==> src/design/bfs_regs.svh <==
// register map, field positions, reset values and timing figures
// assumes a 10 MHz system clock and 32-bit byte-addressed register port
`ifndef BFS_REGS_SVH
`define BFS_REGS_SVH

`define BFS_ADDR_W 4
`define BFS_OFS_STATUS 4'h0
`define BFS_OFS_MASK 4'h4
`define BFS_OFS_STATE 4'h8
`define BFS_OFS_CTRL 4'hC

`define BFS_EV_W 6
`define BFS_EV_UVP 0
`define BFS_EV_OVP 1
`define BFS_EV_OTP 2
`define BFS_EV_QDM 3
`define BFS_EV_NEG 4
`define BFS_EV_VALLEY 5

`define BFS_CTRL_QDM_EN 0
`define BFS_CTRL_UVP_EN 1

`define BFS_MASK_RST 6'h00
`define BFS_CTRL_RST 2'h3

`define BFS_CLK_KHZ 10000
`define BFS_HIC_OFF_US 8500
`define BFS_HIC_ON_US 2400
`define BFS_NEG_PAUSE_NS 700
`define BFS_QDM_EXIT_CYCLES 15

`endif

==> src/design/bfs_pkg.sv <==
// types shared by the fault protection supervisor
// assumes the offsets and timing figures come from bfs_regs.svh
package bfs_pkg;

   typedef enum logic [6:0] {
      BFS_ST_OFF = 7'h01,
      BFS_ST_RUN = 7'h02,
      BFS_ST_QDM = 7'h04,
      BFS_ST_HIC_OFF = 7'h08,
      BFS_ST_HIC_ON = 7'h10,
      BFS_ST_OVP = 7'h20,
      BFS_ST_OTP = 7'h40
   } bfs_state_t;

endpackage

==> src/design/bfs_supervisor.sv <==
// fault protection supervisor: gates switch commands, hiccup, latch-offs, discharge
// assumes comparator levels from the analog front end and one 10 MHz clock
//
// Contract
// - Block new high-side pulse while low-side current is above valley limit.
// - Feedback below 80 percent turns off both switches, enters hiccup.
// - Hiccup stays off 8.5 ms, then retries for 2.4 ms.
// - Repeat hiccup while fault persists, resume regulation once gone.
// - Current below negative limit turns low side off for 700 ns.
// - Feedback above 116 percent latches high side off, power-good low.
// - In overvoltage latch, low side on until negative limit, then pause.
// - In overvoltage latch below 50 percent, low side stays continuously on.
// - Feedback above 104 but below 116 percent enters quick discharge.
// - Quick discharge: high off, low on with pauses until below 102 percent.
// - Leave quick discharge after 15 consecutive forced-continuous cycles.
// - Disabled by enable, lockout or overheating: switch node discharge on.
// - Discharge path released once the disabling condition has cleared.
// - Junction above 160 degrees stops all switching.
// - Overheat latch holds until cooled 30 degrees and enable restarted.
// - After start-up any protection event pulls power-good low; valley and negative-limit events during regulation leave it released.
//
// Added by the designer: the plain strobed port and the register offsets.
`timescale 1ns/1ns
`include "bfs_regs.svh"

module bfs_supervisor #(
   parameter int CLK_KHZ = `BFS_CLK_KHZ,
   parameter int HIC_OFF_CYC = (`BFS_HIC_OFF_US * CLK_KHZ) / 1000,
   parameter int HIC_ON_CYC = (`BFS_HIC_ON_US * CLK_KHZ) / 1000,
   parameter int NEG_PAUSE_CYC = (`BFS_NEG_PAUSE_NS * CLK_KHZ + 999999) / 1000000,
   parameter int QDM_EXIT_CYC = `BFS_QDM_EXIT_CYCLES,
   parameter int CNT_W = 17
) (
   input wire logic clk_sys,
   input wire logic resetn,
   input wire logic enable_in,
   input wire logic vin_ok,
   input wire logic softstart_done,
   input wire logic pg_window_ok,
   input wire logic fb_below_50,
   input wire logic fb_below_80,
   input wire logic fb_above_102,
   input wire logic fb_above_104,
   input wire logic fb_above_116,
   input wire logic il_above_valley,
   input wire logic il_below_negative,
   input wire logic temp_above_160,
   input wire logic temp_cooled_30,
   input wire logic ton_request,
   input wire logic ls_request,
   input wire logic forced_continuous_conduction_cycle_done,
   input wire logic [`BFS_ADDR_W-1:0] reg_addr,
   input wire logic [31:0] reg_wdata,
   input wire logic reg_wr,
   input wire logic reg_rd,
   output logic [31:0] reg_rdata,
   output logic irq,
   output logic hs_on,
   output logic ls_on,
   output logic discharge_on,
   output logic power_good_flag_out,
   output logic power_good_flag_oe_n
);

   localparam int NSYNC = 14;

   // comparator and control levels pass two flops before any use
   logic [NSYNC-1:0] sync_q;
   wire [NSYNC-1:0] raw_in = {enable_in, vin_ok, softstart_done, pg_window_ok,
      fb_below_50, fb_below_80, fb_above_102, fb_above_104, fb_above_116,
      il_above_valley, il_below_negative, temp_above_160, temp_cooled_30,
      forced_continuous_conduction_cycle_done};

   bfs_sync2 #(
      .W(NSYNC)
   ) u_sync (
      .clk_sys(clk_sys),
      .resetn(resetn),
      .d(raw_in),
      .q(sync_q)
   );

   wire s_en = sync_q[13];
   wire s_vin = sync_q[12];
   wire s_ss_done = sync_q[11];
   wire s_pg_win = sync_q[10];
   wire s_fb_lt50 = sync_q[9];
   wire s_fb_lt80 = sync_q[8];
   wire s_fb_gt102 = sync_q[7];
   wire s_fb_gt104 = sync_q[6];
   wire s_fb_gt116 = sync_q[5];
   wire s_valley = sync_q[4];
   wire s_neg = sync_q[3];
   wire s_hot = sync_q[2];
   wire s_cooled = sync_q[1];
   wire s_forced_continuous_conduction_done = sync_q[0];

   bfs_pkg::bfs_state_t state;
   bfs_pkg::bfs_state_t next_state;
   logic [CNT_W-1:0] hic_cnt;
   logic [CNT_W-1:0] next_hic_cnt;
   logic [3:0] pause_cnt;
   logic [4:0] qdm_cnt;
   logic qdm_draining;
   logic ov_low;
   logic otp_cool;
   logic [`BFS_EV_W-1:0] status;
   logic [`BFS_EV_W-1:0] mask;
   logic [1:0] ctrl;

   wire enabled = s_en && s_vin;
   wire uvp_armed = ctrl[`BFS_CTRL_UVP_EN] && s_ss_done;
   wire qdm_allowed = ctrl[`BFS_CTRL_QDM_EN];
   wire hic_done = (hic_cnt == '0);
   wire in_pause = (pause_cnt != 4'h0);
   wire [CNT_W-1:0] hic_off_load = CNT_W'(HIC_OFF_CYC - 1);
   wire [CNT_W-1:0] hic_on_load = CNT_W'(HIC_ON_CYC - 1);
   wire [4:0] qdm_last = 5'(QDM_EXIT_CYC);
   // loaded one short: the output register already adds the first off cycle
   wire [3:0] pause_load = 4'(NEG_PAUSE_CYC - 1);

   // sequencing; disabling wins over everything except the heat latch
   always_comb begin
      next_state = state;
      next_hic_cnt = (hic_cnt == '0) ? hic_cnt : hic_cnt - CNT_W'(1);
      case (state)
         bfs_pkg::BFS_ST_OFF: begin
            if (s_hot)
               next_state = bfs_pkg::BFS_ST_OTP;
            else if (enabled)
               next_state = bfs_pkg::BFS_ST_RUN;
         end
         bfs_pkg::BFS_ST_RUN, bfs_pkg::BFS_ST_QDM, bfs_pkg::BFS_ST_HIC_ON: begin
            if (s_hot) begin
               next_state = bfs_pkg::BFS_ST_OTP;
            end else if (!enabled) begin
               next_state = bfs_pkg::BFS_ST_OFF;
            end else if (s_fb_gt116) begin
               next_state = bfs_pkg::BFS_ST_OVP;
            end else if (state == bfs_pkg::BFS_ST_HIC_ON) begin
               if (hic_done) begin
                  if (s_fb_lt80) begin
                     next_state = bfs_pkg::BFS_ST_HIC_OFF;
                     next_hic_cnt = hic_off_load;
                  end else begin
                     next_state = bfs_pkg::BFS_ST_RUN;
                  end
               end
            end else if (uvp_armed && s_fb_lt80) begin
               next_state = bfs_pkg::BFS_ST_HIC_OFF;
               next_hic_cnt = hic_off_load;
            end else if (state == bfs_pkg::BFS_ST_RUN) begin
               if (qdm_allowed && s_fb_gt104)
                  next_state = bfs_pkg::BFS_ST_QDM;
            end else if (!qdm_draining && qdm_cnt == qdm_last) begin
               next_state = bfs_pkg::BFS_ST_RUN;
            end
         end
         bfs_pkg::BFS_ST_HIC_OFF: begin
            if (s_hot) begin
               next_state = bfs_pkg::BFS_ST_OTP;
            end else if (!enabled) begin
               next_state = bfs_pkg::BFS_ST_OFF;
            end else if (hic_done) begin
               next_state = bfs_pkg::BFS_ST_HIC_ON;
               next_hic_cnt = hic_on_load;
            end
         end
         bfs_pkg::BFS_ST_OVP: begin
            if (s_hot)
               next_state = bfs_pkg::BFS_ST_OTP;
            else if (!enabled)
               next_state = bfs_pkg::BFS_ST_OFF;
         end
         bfs_pkg::BFS_ST_OTP: begin
            // restart needs cooling and then a fresh enable or supply cycle
            if (otp_cool && !enabled && !s_hot)
               next_state = bfs_pkg::BFS_ST_OFF;
         end
         default: next_state = bfs_pkg::BFS_ST_OFF;
      endcase
   end

   always_ff @(posedge clk_sys or negedge resetn) begin
      if (!resetn) begin
         state <= bfs_pkg::BFS_ST_OFF;
         hic_cnt <= '0;
      end else begin
         state <= next_state;
         hic_cnt <= next_hic_cnt;
      end
   end

   // latches kept beside the state: heat cool-down and deep overvoltage
   wire entering_ovp = (next_state == bfs_pkg::BFS_ST_OVP) && (state != bfs_pkg::BFS_ST_OVP);
   wire entering_otp = (next_state == bfs_pkg::BFS_ST_OTP) && (state != bfs_pkg::BFS_ST_OTP);

   always_ff @(posedge clk_sys or negedge resetn) begin
      if (!resetn)
         ov_low <= 1'b0;
      else if (entering_ovp)
         ov_low <= 1'b0;
      else if (state == bfs_pkg::BFS_ST_OVP && s_fb_lt50)
         ov_low <= 1'b1;
   end

   always_ff @(posedge clk_sys or negedge resetn) begin
      if (!resetn)
         otp_cool <= 1'b0;
      else if (entering_otp)
         otp_cool <= 1'b0;
      else if (state == bfs_pkg::BFS_ST_OTP && s_cooled)
         otp_cool <= 1'b1;
   end

   // quick discharge drains to 102 percent, then counts continuous cycles
   wire entering_qdm = (next_state == bfs_pkg::BFS_ST_QDM) && (state != bfs_pkg::BFS_ST_QDM);

   // count pulses, not cycles: a done pulse several clocks wide counts once
   logic forced_continuous_conduction_prev;
   wire forced_continuous_conduction_rise = s_forced_continuous_conduction_done && !forced_continuous_conduction_prev;

   always_ff @(posedge clk_sys or negedge resetn) begin
      if (!resetn)
         forced_continuous_conduction_prev <= 1'b0;
      else
         forced_continuous_conduction_prev <= s_forced_continuous_conduction_done;
   end

   always_ff @(posedge clk_sys or negedge resetn) begin
      if (!resetn) begin
         qdm_draining <= 1'b0;
         qdm_cnt <= 5'h00;
      end else if (entering_qdm) begin
         qdm_draining <= 1'b1;
         qdm_cnt <= 5'h00;
      end else if (state == bfs_pkg::BFS_ST_QDM) begin
         if (qdm_draining && !s_fb_gt102)
            qdm_draining <= 1'b0;
         else if (!qdm_draining && s_fb_gt104)
            qdm_draining <= 1'b1;
         if (qdm_draining)
            qdm_cnt <= 5'h00;
         else if (forced_continuous_conduction_rise && qdm_cnt != qdm_last)
            qdm_cnt <= qdm_cnt + 5'h01;
      end
   end

   // negative-limit pause, shared by every low-side mode but the deep-overvoltage latch
   wire neg_hit = ls_on && s_neg && !in_pause;
   wire pause_exempt = (state == bfs_pkg::BFS_ST_OVP) && ov_low;

   always_ff @(posedge clk_sys or negedge resetn) begin
      if (!resetn)
         pause_cnt <= 4'h0;
      else if (neg_hit && !pause_exempt)
         pause_cnt <= pause_load;
      else if (in_pause)
         pause_cnt <= pause_cnt - 4'h1;
   end

   // switch commands
   wire normal_sw = (state == bfs_pkg::BFS_ST_RUN) || (state == bfs_pkg::BFS_ST_HIC_ON) ||
      (state == bfs_pkg::BFS_ST_QDM && !qdm_draining);
   wire forced_ls = (state == bfs_pkg::BFS_ST_OVP) ||
      (state == bfs_pkg::BFS_ST_QDM && qdm_draining);
   // a pulse already running finishes; only a new start waits for the valley
   wire next_hs = normal_sw && ton_request && (hs_on || !s_valley);
   wire next_ls = pause_exempt ? 1'b1 :
      (forced_ls ? !in_pause && !(neg_hit) :
      (normal_sw && ls_request && !next_hs && !in_pause && !neg_hit));
   wire next_discharge = (state == bfs_pkg::BFS_ST_OFF) || (state == bfs_pkg::BFS_ST_OTP);
   wire pg_release = (state == bfs_pkg::BFS_ST_RUN) && s_ss_done && s_pg_win;

   always_ff @(posedge clk_sys or negedge resetn) begin
      if (!resetn) begin
         hs_on <= 1'b0;
         ls_on <= 1'b0;
      end else begin
         hs_on <= next_hs;
         ls_on <= next_ls;
      end
   end

   // open drain: only the enable moves, the driven level stays low
   always_ff @(posedge clk_sys or negedge resetn) begin
      if (!resetn) begin
         discharge_on <= 1'b0;
         power_good_flag_out <= 1'b0;
         power_good_flag_oe_n <= 1'b0;
      end else begin
         discharge_on <= next_discharge;
         power_good_flag_out <= 1'b0;
         power_good_flag_oe_n <= pg_release;
      end
   end

   // event capture for software
   wire [`BFS_EV_W-1:0] ev;
   assign ev[`BFS_EV_UVP] = (next_state == bfs_pkg::BFS_ST_HIC_OFF) &&
      (state != bfs_pkg::BFS_ST_HIC_OFF);
   assign ev[`BFS_EV_OVP] = entering_ovp;
   assign ev[`BFS_EV_OTP] = entering_otp;
   assign ev[`BFS_EV_QDM] = entering_qdm;
   assign ev[`BFS_EV_NEG] = neg_hit && !pause_exempt;
   assign ev[`BFS_EV_VALLEY] = normal_sw && ton_request && !hs_on && s_valley;

   wire hit_status = (reg_addr == `BFS_OFS_STATUS);
   wire hit_mask = (reg_addr == `BFS_OFS_MASK);
   wire hit_state = (reg_addr == `BFS_OFS_STATE);
   wire hit_ctrl = (reg_addr == `BFS_OFS_CTRL);
   wire [`BFS_EV_W-1:0] w1c = (reg_wr && hit_status) ? reg_wdata[`BFS_EV_W-1:0] : '0;
   // a fresh event outranks a clear arriving in the same cycle
   wire [`BFS_EV_W-1:0] next_status = (status & ~w1c) | ev;
   wire [31:0] rd_mux = hit_status ? {26'h0, status} :
      hit_mask ? {26'h0, mask} :
      hit_state ? {25'h0, state} :
      hit_ctrl ? {30'h0, ctrl} : 32'h0;

   always_ff @(posedge clk_sys or negedge resetn) begin
      if (!resetn) begin
         status <= '0;
         irq <= 1'b0;
      end else begin
         status <= next_status;
         irq <= |(next_status & mask);
      end
   end

   always_ff @(posedge clk_sys or negedge resetn) begin
      if (!resetn) begin
         mask <= `BFS_MASK_RST;
         ctrl <= `BFS_CTRL_RST;
      end else begin
         if (reg_wr && hit_mask)
            mask <= reg_wdata[`BFS_EV_W-1:0];
         if (reg_wr && hit_ctrl)
            ctrl <= reg_wdata[1:0];
      end
   end

   // read data stand for one cycle only, zero otherwise
   always_ff @(posedge clk_sys or negedge resetn) begin
      if (!resetn)
         reg_rdata <= 32'h0;
      else
         reg_rdata <= reg_rd ? rd_mux : 32'h0;
   end

endmodule // bfs_supervisor

// two-flop synchroniser for a bundle of level inputs
module bfs_sync2 #(
   parameter int W = 1
) (
   input wire logic clk_sys,
   input wire logic resetn,
   input wire logic [W-1:0] d,
   output logic [W-1:0] q
);

   logic [W-1:0] meta;

   always_ff @(posedge clk_sys or negedge resetn) begin
      if (!resetn) begin
         meta <= '0;
         q <= '0;
      end else begin
         meta <= d;
         q <= meta;
      end
   end

endmodule // bfs_sync2
==> config.mk <==
export PLATFORM = sky130hd
export DESIGN_NAME = bfs_supervisor
export DESIGN_NICKNAME = d
export VERILOG_FILES = /design/src/design/bfs_pkg.sv /design/src/design/bfs_supervisor.sv
export VERILOG_INCLUDE_DIRS = /design/src /design/src/design
export SDC_FILE = /design/constraint.sdc
export NUM_CORES = 1
export LEC_CHECK = 0
export ABC_AREA = 1
export BUFFER_PORTS_ARGS = -buffer_cell sky130_fd_sc_hd__buf_2
export CORE_ASPECT_RATIO = 1.75
export CORE_MARGIN = 2
export CORE_UTILIZATION = 55
export CTS_CLUSTER_SIZE = 10
export DETAILED_ROUTE_END_ITERATION = 8
export PLACE_DENSITY = 0.8
export SLEW_MARGIN = 5
export SYNTH_ARGS = -nofsm -noshare
export SYNTH_HDL_FRONTEND = slang
export SYNTH_SLANG_ARGS = --single-unit
==> constraint.sdc <==
create_clock -name clk_sys -period 2.2 [get_ports clk_sys]
set_input_delay 0.22 -clock clk_sys [delete_from_list [all_inputs] [get_ports clk_sys]]
set_output_delay 0.22 -clock clk_sys [all_outputs]
set_load 0.01 [all_outputs]
==> results.sh, run 1 <==
export IMPL_status="finished, final reports clean"
export IMPL_layout_nets=638
export IMPL_crit_fanout=4
export IMPL_first_pass_iters=4
export IMPL_leakage_nw=2.65
export IMPL_fmax_mhz=499
export IMPL_startpoint_type="flop"
export IMPL_hp_class="input port to flop"
export IMPL_fin_crit_ns=2.00
export IMPL_layout_drive_gt1_share=0.219
export IMPL_finalCritPeriodShare=0.911
export IMPL_tightest_slew_ns=0.595
export IMPL_r2r_setup_slack_ns=0.20
export IMPL_yosysSeqAreaShare=0.508
export IMPL_maxCapViolations=0
export IMPL_r2r_start="hic_cnt[6]$_DFF_PN0_"
export IMPL_holdPathEnd="hs_on$_DFF_PN0_"
export IMPL_fin_skew_ns=0.00720
export IMPL_grt_pass1_vias=3491
export IMPL_insertedDiodeCount=0
export IMPL_rr_endpoint="hic_cnt[0]$_DFF_PN0_"
export IMPL_min_path_cells=3
export IMPL_power_density_mw_per_mm2=980
export IMPL_die_area_mm2=0.00893
export IMPL_setup_viol=0
export IMPL_synth_edff_count=0
export IMPL_required_ns=2.43
export IMPL_grt_max_degree=47
export IMPL_crit_type="flop to flop"
export IMPL_min_from="ton_request"
export IMPL_drt_initial_drc_count=205
export IMPL_maxSlewViolCount=0
export IMPL_clk_pin_slew_ns=0.07
export IMPL_yosysWarningCount=0
export IMPL_die_w_um=72.3
export IMPL_hold_violations=0
export IMPL_grt_pass1_wl_um=15700
export IMPL_htreeDepth=3
export IMPL_wl_met3_um=429
export IMPL_netlist_area_mm2=0.00449
export IMPL_start_util=0.568
export IMPL_design_core_area_mm2=0.00791
export IMPL_wl_met1_um=3400
export IMPL_combPwrFrac=0.256
export IMPL_dieHeight_um=124
export IMPL_clk_latency_ns=0.34
export IMPL_met2_length_um=5250
export IMPL_power_mw=5.13
export IMPL_async_reset_ff_frac=1.00
export IMPL_p_sw_mw=1.71
export IMPL_dpl_hpwl_um=7050
export IMPL_wl_per_cell_um=14.2
export IMPL_intPower_mw=3.42
export IMPL_cts_resized=0
export IMPL_cts_tree="done"
export IMPL_port_buffers=41
export IMPL_avgViaCountPerCell=5.28
export IMPL_cts_max_path_buffers=2
export IMPL_ys_seq_elements=91
export IMPL_p_clk_frac=0.303
export IMPL_finalSetupTns_ns=0
export IMPL_cts_buffers=9
export IMPL_place_gp_congestion=0.940
export IMPL_antenna_found_initial=0
export IMPL_swShare=0.333
export IMPL_cts_root_buf="clkbuf_16"
export IMPL_areaGrowthSynthToFinish_pct=16.5
export IMPL_clock_sinks=91
export IMPL_drc_errors=0
export IMPL_grt_use_total=0.233
export IMPL_peakVddDrop_uv=635
export IMPL_crit_path_end_kind="flop"
export IMPL_maxSlewHeadroom=0.604
export IMPL_avgSynthCellArea_um2=8.93
export IMPL_synth_ff_type="dfrtp_1"
export IMPL_rows=43
export IMPL_ant_nets=0
export IMPL_worst_endpoint_arrival_ns=2.23
export IMPL_seqPwrFrac=0.441
export IMPL_yosysUniqueCellTypes=41
export IMPL_grt_ovfl_total=0
export IMPL_syn_inst=503
export IMPL_highest_layer="met4"
export IMPL_io_pins=94
export IMPL_rsz0062_at_grt="false"
export IMPL_reg2regPathDepth=8
export IMPL_vias=3544
export IMPL_wl_um=9510
layout by cell type (no fill, tap or decap), types with 15 or more instances in the layout:
master         instances
a21oi_1               16
buf_2                 40
conb_1                26
dfrtp_1               88
dlygate4sd3_1         15
inv_1                 60
nand2_1               92
nand3_1               23
nor2_1                42
o21ai_0               30
worst max-delay path by stage:
stage / from / slack, ns / end
global route: qdm_cnt[0]$_DFFE_PN0P_ / 0.05 / qdm_cnt[0]$_DFFE_PN0P_
finish: hic_cnt[6]$_DFF_PN0_ / 0.20 / hic_cnt[0]$_DFF_PN0_
detailed placement: qdm_cnt[0]$_DFFE_PN0P_ / 0.18 / irq$_DFF_PN0_
global placement: qdm_cnt[0]$_DFFE_PN0P_ / 0.26 / irq$_DFF_PN0_
floorplan: hic_cnt[0]$_DFF_PN0_ / 0.39 / hic_cnt[0]$_DFF_PN0_
CTS: qdm_cnt[0]$_DFFE_PN0P_ / 0.10 / irq$_DFF_PN0_
synth_stat cells, types with 3 or more instances:
| library cell | count | area share |
|---|---|---|
| nand3_2 | 4 | 0.0089 |
| o21ai_2 | 4 | 0.0078 |
| dfrtp_1 | 88 | 0.49 |
| xor2_1 | 10 | 0.020 |
| nand3_1 | 23 | 0.026 |
| nor2_2 | 10 | 0.014 |
| buf_4 | 26 | 0.043 |
| inv_1 | 60 | 0.050 |
| nor3_1 | 5 | 0.0056 |
| o211ai_1 | 3 | 0.0050 |
| dfstp_2 | 3 | 0.018 |
| o21ai_0 | 30 | 0.033 |
| or2_2 | 3 | 0.0042 |
| a21oi_1 | 16 | 0.018 |
| inv_2 | 9 | 0.0075 |
| nor2_4 | 9 | 0.023 |
| o22ai_1 | 5 | 0.0070 |
| o21ai_1 | 9 | 0.010 |
| nor2_1 | 42 | 0.035 |
| nand4_1 | 5 | 0.0070 |
| ha_1 | 6 | 0.017 |
| nand2_1 | 92 | 0.077 |
| nand2_2 | 12 | 0.017 |
| nand2_4 | 6 | 0.015 |
layer usage:
layer  vias up  track usage
li1       1715            -
met1      1670        0.232
met2       122        0.429
met3        37       0.0530
met4         0        0.140
met5         -            0
power groups by stage:
stage	clock network, mW	registers (mW)	logic [mW]
floorplan	0	2.23	0.972
global placement	0	2.27	1.22
detailed placement	0	2.28	1.28
CTS	1.58	2.26	1.31
global route	1.65	2.30	1.50
finish	1.55	2.26	1.31
flip-flops by register name (all words and copies together) (netlist names), 2 cells and up:
name / count
state: 7
hic_cnt: 17
u_sync.meta: 14
u_sync.q: 14
pause_cnt: 4
reg_rdata: 7
ctrl: 2
qdm_cnt: 5
mask: 6
status: 6
per-stage QoR:
| stage | instance area (µm²) | worst slack, ns | cells | hold slack (ns) | utilization |
|---|---|---|---|---|---|
| finish | 5230 | 0.195 | 671 | 0.134 | 0.661 |
| floorplan | 4580 | 0.387 | 528 | -0.0756 | - |
| CTS | 5220 | 0.102 | 670 | 0.121 | 0.660 |
| global placement | 4770 | 0.263 | 639 | 0.262 | 0.603 |
| global route | 5230 | 0.0459 | 671 | 0.133 | 0.661 |
| detailed placement | 4770 | 0.184 | 639 | 0.265 | 0.603 |
area by class of cell:
type | instances | area (µm²)
clock buffer | 11 | 243
clock inverter | 5 | 61.3
fill | 620 | 2680
inverter | 69 | 259
multi-input combinational | 341 | 1840
sequential | 91 | 2280
tap | 90 | 113
timing repair buffer | 64 | 430
cells by family after synthesis:
kind of cell | Yosys count | share of synthesized area
buffers and inverters | 96 | 0.102
adder cells (fa/ha/maj) | 6 | 0.0167
AND/OR/NAND/NOR | 219 | 0.250
flip-flops | 91 | 0.508
XOR/XNOR | 11 | 0.0215
other | 1 | 0.000835
AO/OA/AOI/OAI | 79 | 0.101
critical path: stages (launching register included):
cell and delay, ns:
dfrtp_1 0.39, nor2_1 0.28, nand3_2 0.16, nor3_2 0.22, inv_1 0.07, ha_1 0.32, a211oi_1 0.24, a21o_1 0.16
nand2_1 0.05
what timing repair did:
item	CTS	global route
setup endpoints to repair	0	1
hold buffers	15	0
hold endpoints to repair	59	0
buffers inserted	0	1
Note: power is estimated with default switching activity, not from simulation.
==> run 2, diff against run 1 <==
BUFFER_PORTS_ARGS = -buffer_cell sky130_fd_sc_hd__buf_4   (was -buffer_cell sky130_fd_sc_hd__buf_2)
CORE_UTILIZATION = 49   (was 55)
PLACE_DENSITY = 0.76   (was 0.8)
clock period = 1.6 ns   (was 2.2 ns; I/O delays follow)
==> results.sh, run 2 (synthesis results as in run 1) <==
export IMPL_seqCellArea_mm2=0.00228
export IMPL_largest_register="hic_cnt"
export IMPL_fin_skew_ns=0.00987
export IMPL_final_cell_mix="136 x buf_4, 86 x dfrtp_1, 72 x nand2_1"
export IMPL_crit_type="flop to flop"
export IMPL_avgViaCountPerCell=5.28
export IMPL_highest_layer="met4"
export IMPL_place_inst=733
export IMPL_cts_root_buf="clkbuf_16"
export IMPL_antenna_found_initial=0
export IMPL_start_util=0.500
export IMPL_place_gp_congestion=0.934
export IMPL_r2r_setup_slack_ns=-0.25
export IMPL_multi_input_area_mm2=0.00227
export IMPL_layout_nets=742
export IMPL_hold_violations=0
export IMPL_grt_max_degree=46
export IMPL_worst_endpoint_arrival_ns=2.07
export IMPL_dieHeight_um=131
export IMPL_wl_per_cell_um=16.8
export IMPL_rr_endpoint="qdm_draining$_DFFE_PN0P_"
export IMPL_r2r_start="state[0]$_DFF_PN1_"
export IMPL_crit_start="state[0]$_DFF_PN1_"
export IMPL_vias=4249
export IMPL_fmax_mhz=542
export IMPL_clk_latency_ns=0.35
export IMPL_required_ns=1.82
export IMPL_nFillCells=578
export IMPL_power_density_mw_per_mm2=1300
export IMPL_grt_pass1_wl_um=18900
export IMPL_fin_crit_ns=1.85
export IMPL_layout_drive_gt1_share=0.448
export IMPL_leakage_nw=3.25
export IMPL_die_w_um=76.4
export IMPL_power_mw=8.60
export IMPL_finalCritPeriodShare=1.15
export IMPL_mostFrequentLayoutCell="buf_4"
export IMPL_crit_fanout=5
export IMPL_critical_path_max_stage_delay_ns=0.62
export IMPL_maxSlewViolCount=0
export IMPL_hp_class="input port to flop"
export IMPL_ant_nets=0
export IMPL_grt_ovfl_total=0
export IMPL_grt_use_total=0.242
export IMPL_largest_reg_flops=17
export IMPL_grt_pass1_vias=4194
export IMPL_violations="negative setup slack"
export IMPL_reg_top3="hic_cnt (17), u_sync.meta (14), u_sync.q (14)"
export IMPL_reg2regPathDepth=9
export IMPL_insertedDiodeCount=0
export IMPL_drt_initial_drc_count=316
export IMPL_met2_length_um=7240
export IMPL_rsz0062_at_grt="true"
export IMPL_status="complete, but fails checks"
export IMPL_cts_max_path_buffers=2
export IMPL_dpl_hpwl_um=8030
export IMPL_io_pins=94
export IMPL_instances_no_fill=805
export IMPL_cts_buffers=9
export IMPL_first_pass_iters=5
export IMPL_port_buffers=41
export IMPL_clk_pin_slew_ns=0.07
export IMPL_drc_errors=0
export IMPL_critPathCapture="qdm_draining$_DFFE_PN0P_"
export IMPL_die_area_mm2=0.00998
export IMPL_startpoint_type="flop"
export IMPL_crit_path_end_kind="flop"
export IMPL_setup_viol=37
export IMPL_cts_tree="done"
export IMPL_crit_path_top_delay_cell="dfstp_2"
export IMPL_cp_cell_sequence="nor2_4 > nand2_4 > nor2_8 > nor2_4 > nand2_4 > nor3b_4 > nor2_1 > o21ai_1 > nand3_1"
export IMPL_wl_um=13500
export IMPL_clock_sinks=91
export IMPL_rows=46
export IMPL_wl_met3_um=739
export IMPL_design_core_area_mm2=0.00898
export IMPL_wl_met1_um=4700
export IMPL_peakVddDrop_uv=1040
export IMPL_htreeDepth=3
export IMPL_fin_ws_ns=-0.246
export IMPL_maxCapViolations=0
export IMPL_areaGrowthSynthToFinish_pct=47.7
[run 2: cell types whose count changed in the layout (fill, tap and decap cells not counted), sizes merged]
cell,delta
clkinvlp,+3
bufinv,-1
buf,+104
clkinv,-2
[run 2: how the worst min path moves through the flow]
stage / start / to / slack (ns) / cells past startpoint
after floorplan: resetn / discharge_on$_DFF_PN0_ / -0.14 / 0
final: reg_wdata[4] / mask[4]$_DFFE_PN0P_ / 0.08 / 3
after CTS: reg_wdata[4] / mask[4]$_DFFE_PN0P_ / 0.08 / 3
after global placement: resetn / reg_rdata[2]$_DFF_PN0_ / 0.08 / 1
after global routing: reg_rd / reg_rdata[0]$_DFF_PN0_ / 0.10 / 3
after detailed placement: resetn / reg_rdata[2]$_DFF_PN0_ / 0.09 / 1
[run 2: per-stage QoR]
stage          setup WS, ns   util  hold slack [ns]  area [µm²]  TNS [ns]
6_report             -0.246  0.739           0.0804        6630     -4.89
5_1_grt              -0.311  0.739            0.102        6630     -7.08
4_1_cts              -0.158  0.697           0.0808        6260     -1.87
3_5_place_dp         -0.218  0.607           0.0920        5450     -3.53
3_3_place_gp         -0.143  0.607           0.0834        5450     -2.08
2_1_floorplan       -0.0867      -           -0.136        4640    -0.684
[run 2: per-layer routing]
layer  vias to the layer above  global-route usage
li1                       1909                   -
met1                      2030               0.244
met2                       225               0.450
met3                        85              0.0529
met4                         0               0.159
met5                         -                   0
[run 2: final cells by class]
| cell class | instances | area share |
|---|---|---|
| repair buffers | 168 | 0.208 |
| well taps | 120 | 0.0226 |
| inverters | 69 | 0.0398 |
| multi-input cells | 341 | 0.342 |
| clock inverters | 5 | 0.00547 |
| flip-flops and latches | 91 | 0.344 |
| clock buffers | 11 | 0.0381 |
[run 2: what timing repair did]
| action | in CTS | in global routing |
|---|---|---|
| pin swaps | 41 | 42 |
| resized for setup | 54 | 64 |
| hold endpoints to repair | 36 | 0 |
| buffers inserted | 26 | 18 |
| setup endpoints to repair | 32 | 40 |
| hold buffers | 15 | 0 |
[run 2: power breakdown]
part | leakage, nW | total [mW] | switching, mW | internal [mW]
registers | 1.12 | 3.12 | 0.348 | 2.77
clock network | 0.134 | 2.03 | 0.893 | 1.14
logic | 2.00 | 3.45 | 1.80 | 1.65
[run 2: critical path, delay by kind of cell, from the launching register on]
family	cells	cell delay (ns)
and+or+nand+nor	8	0.95
AOI/OAI and AO/OA	1	0.14
DFF	1	0.62
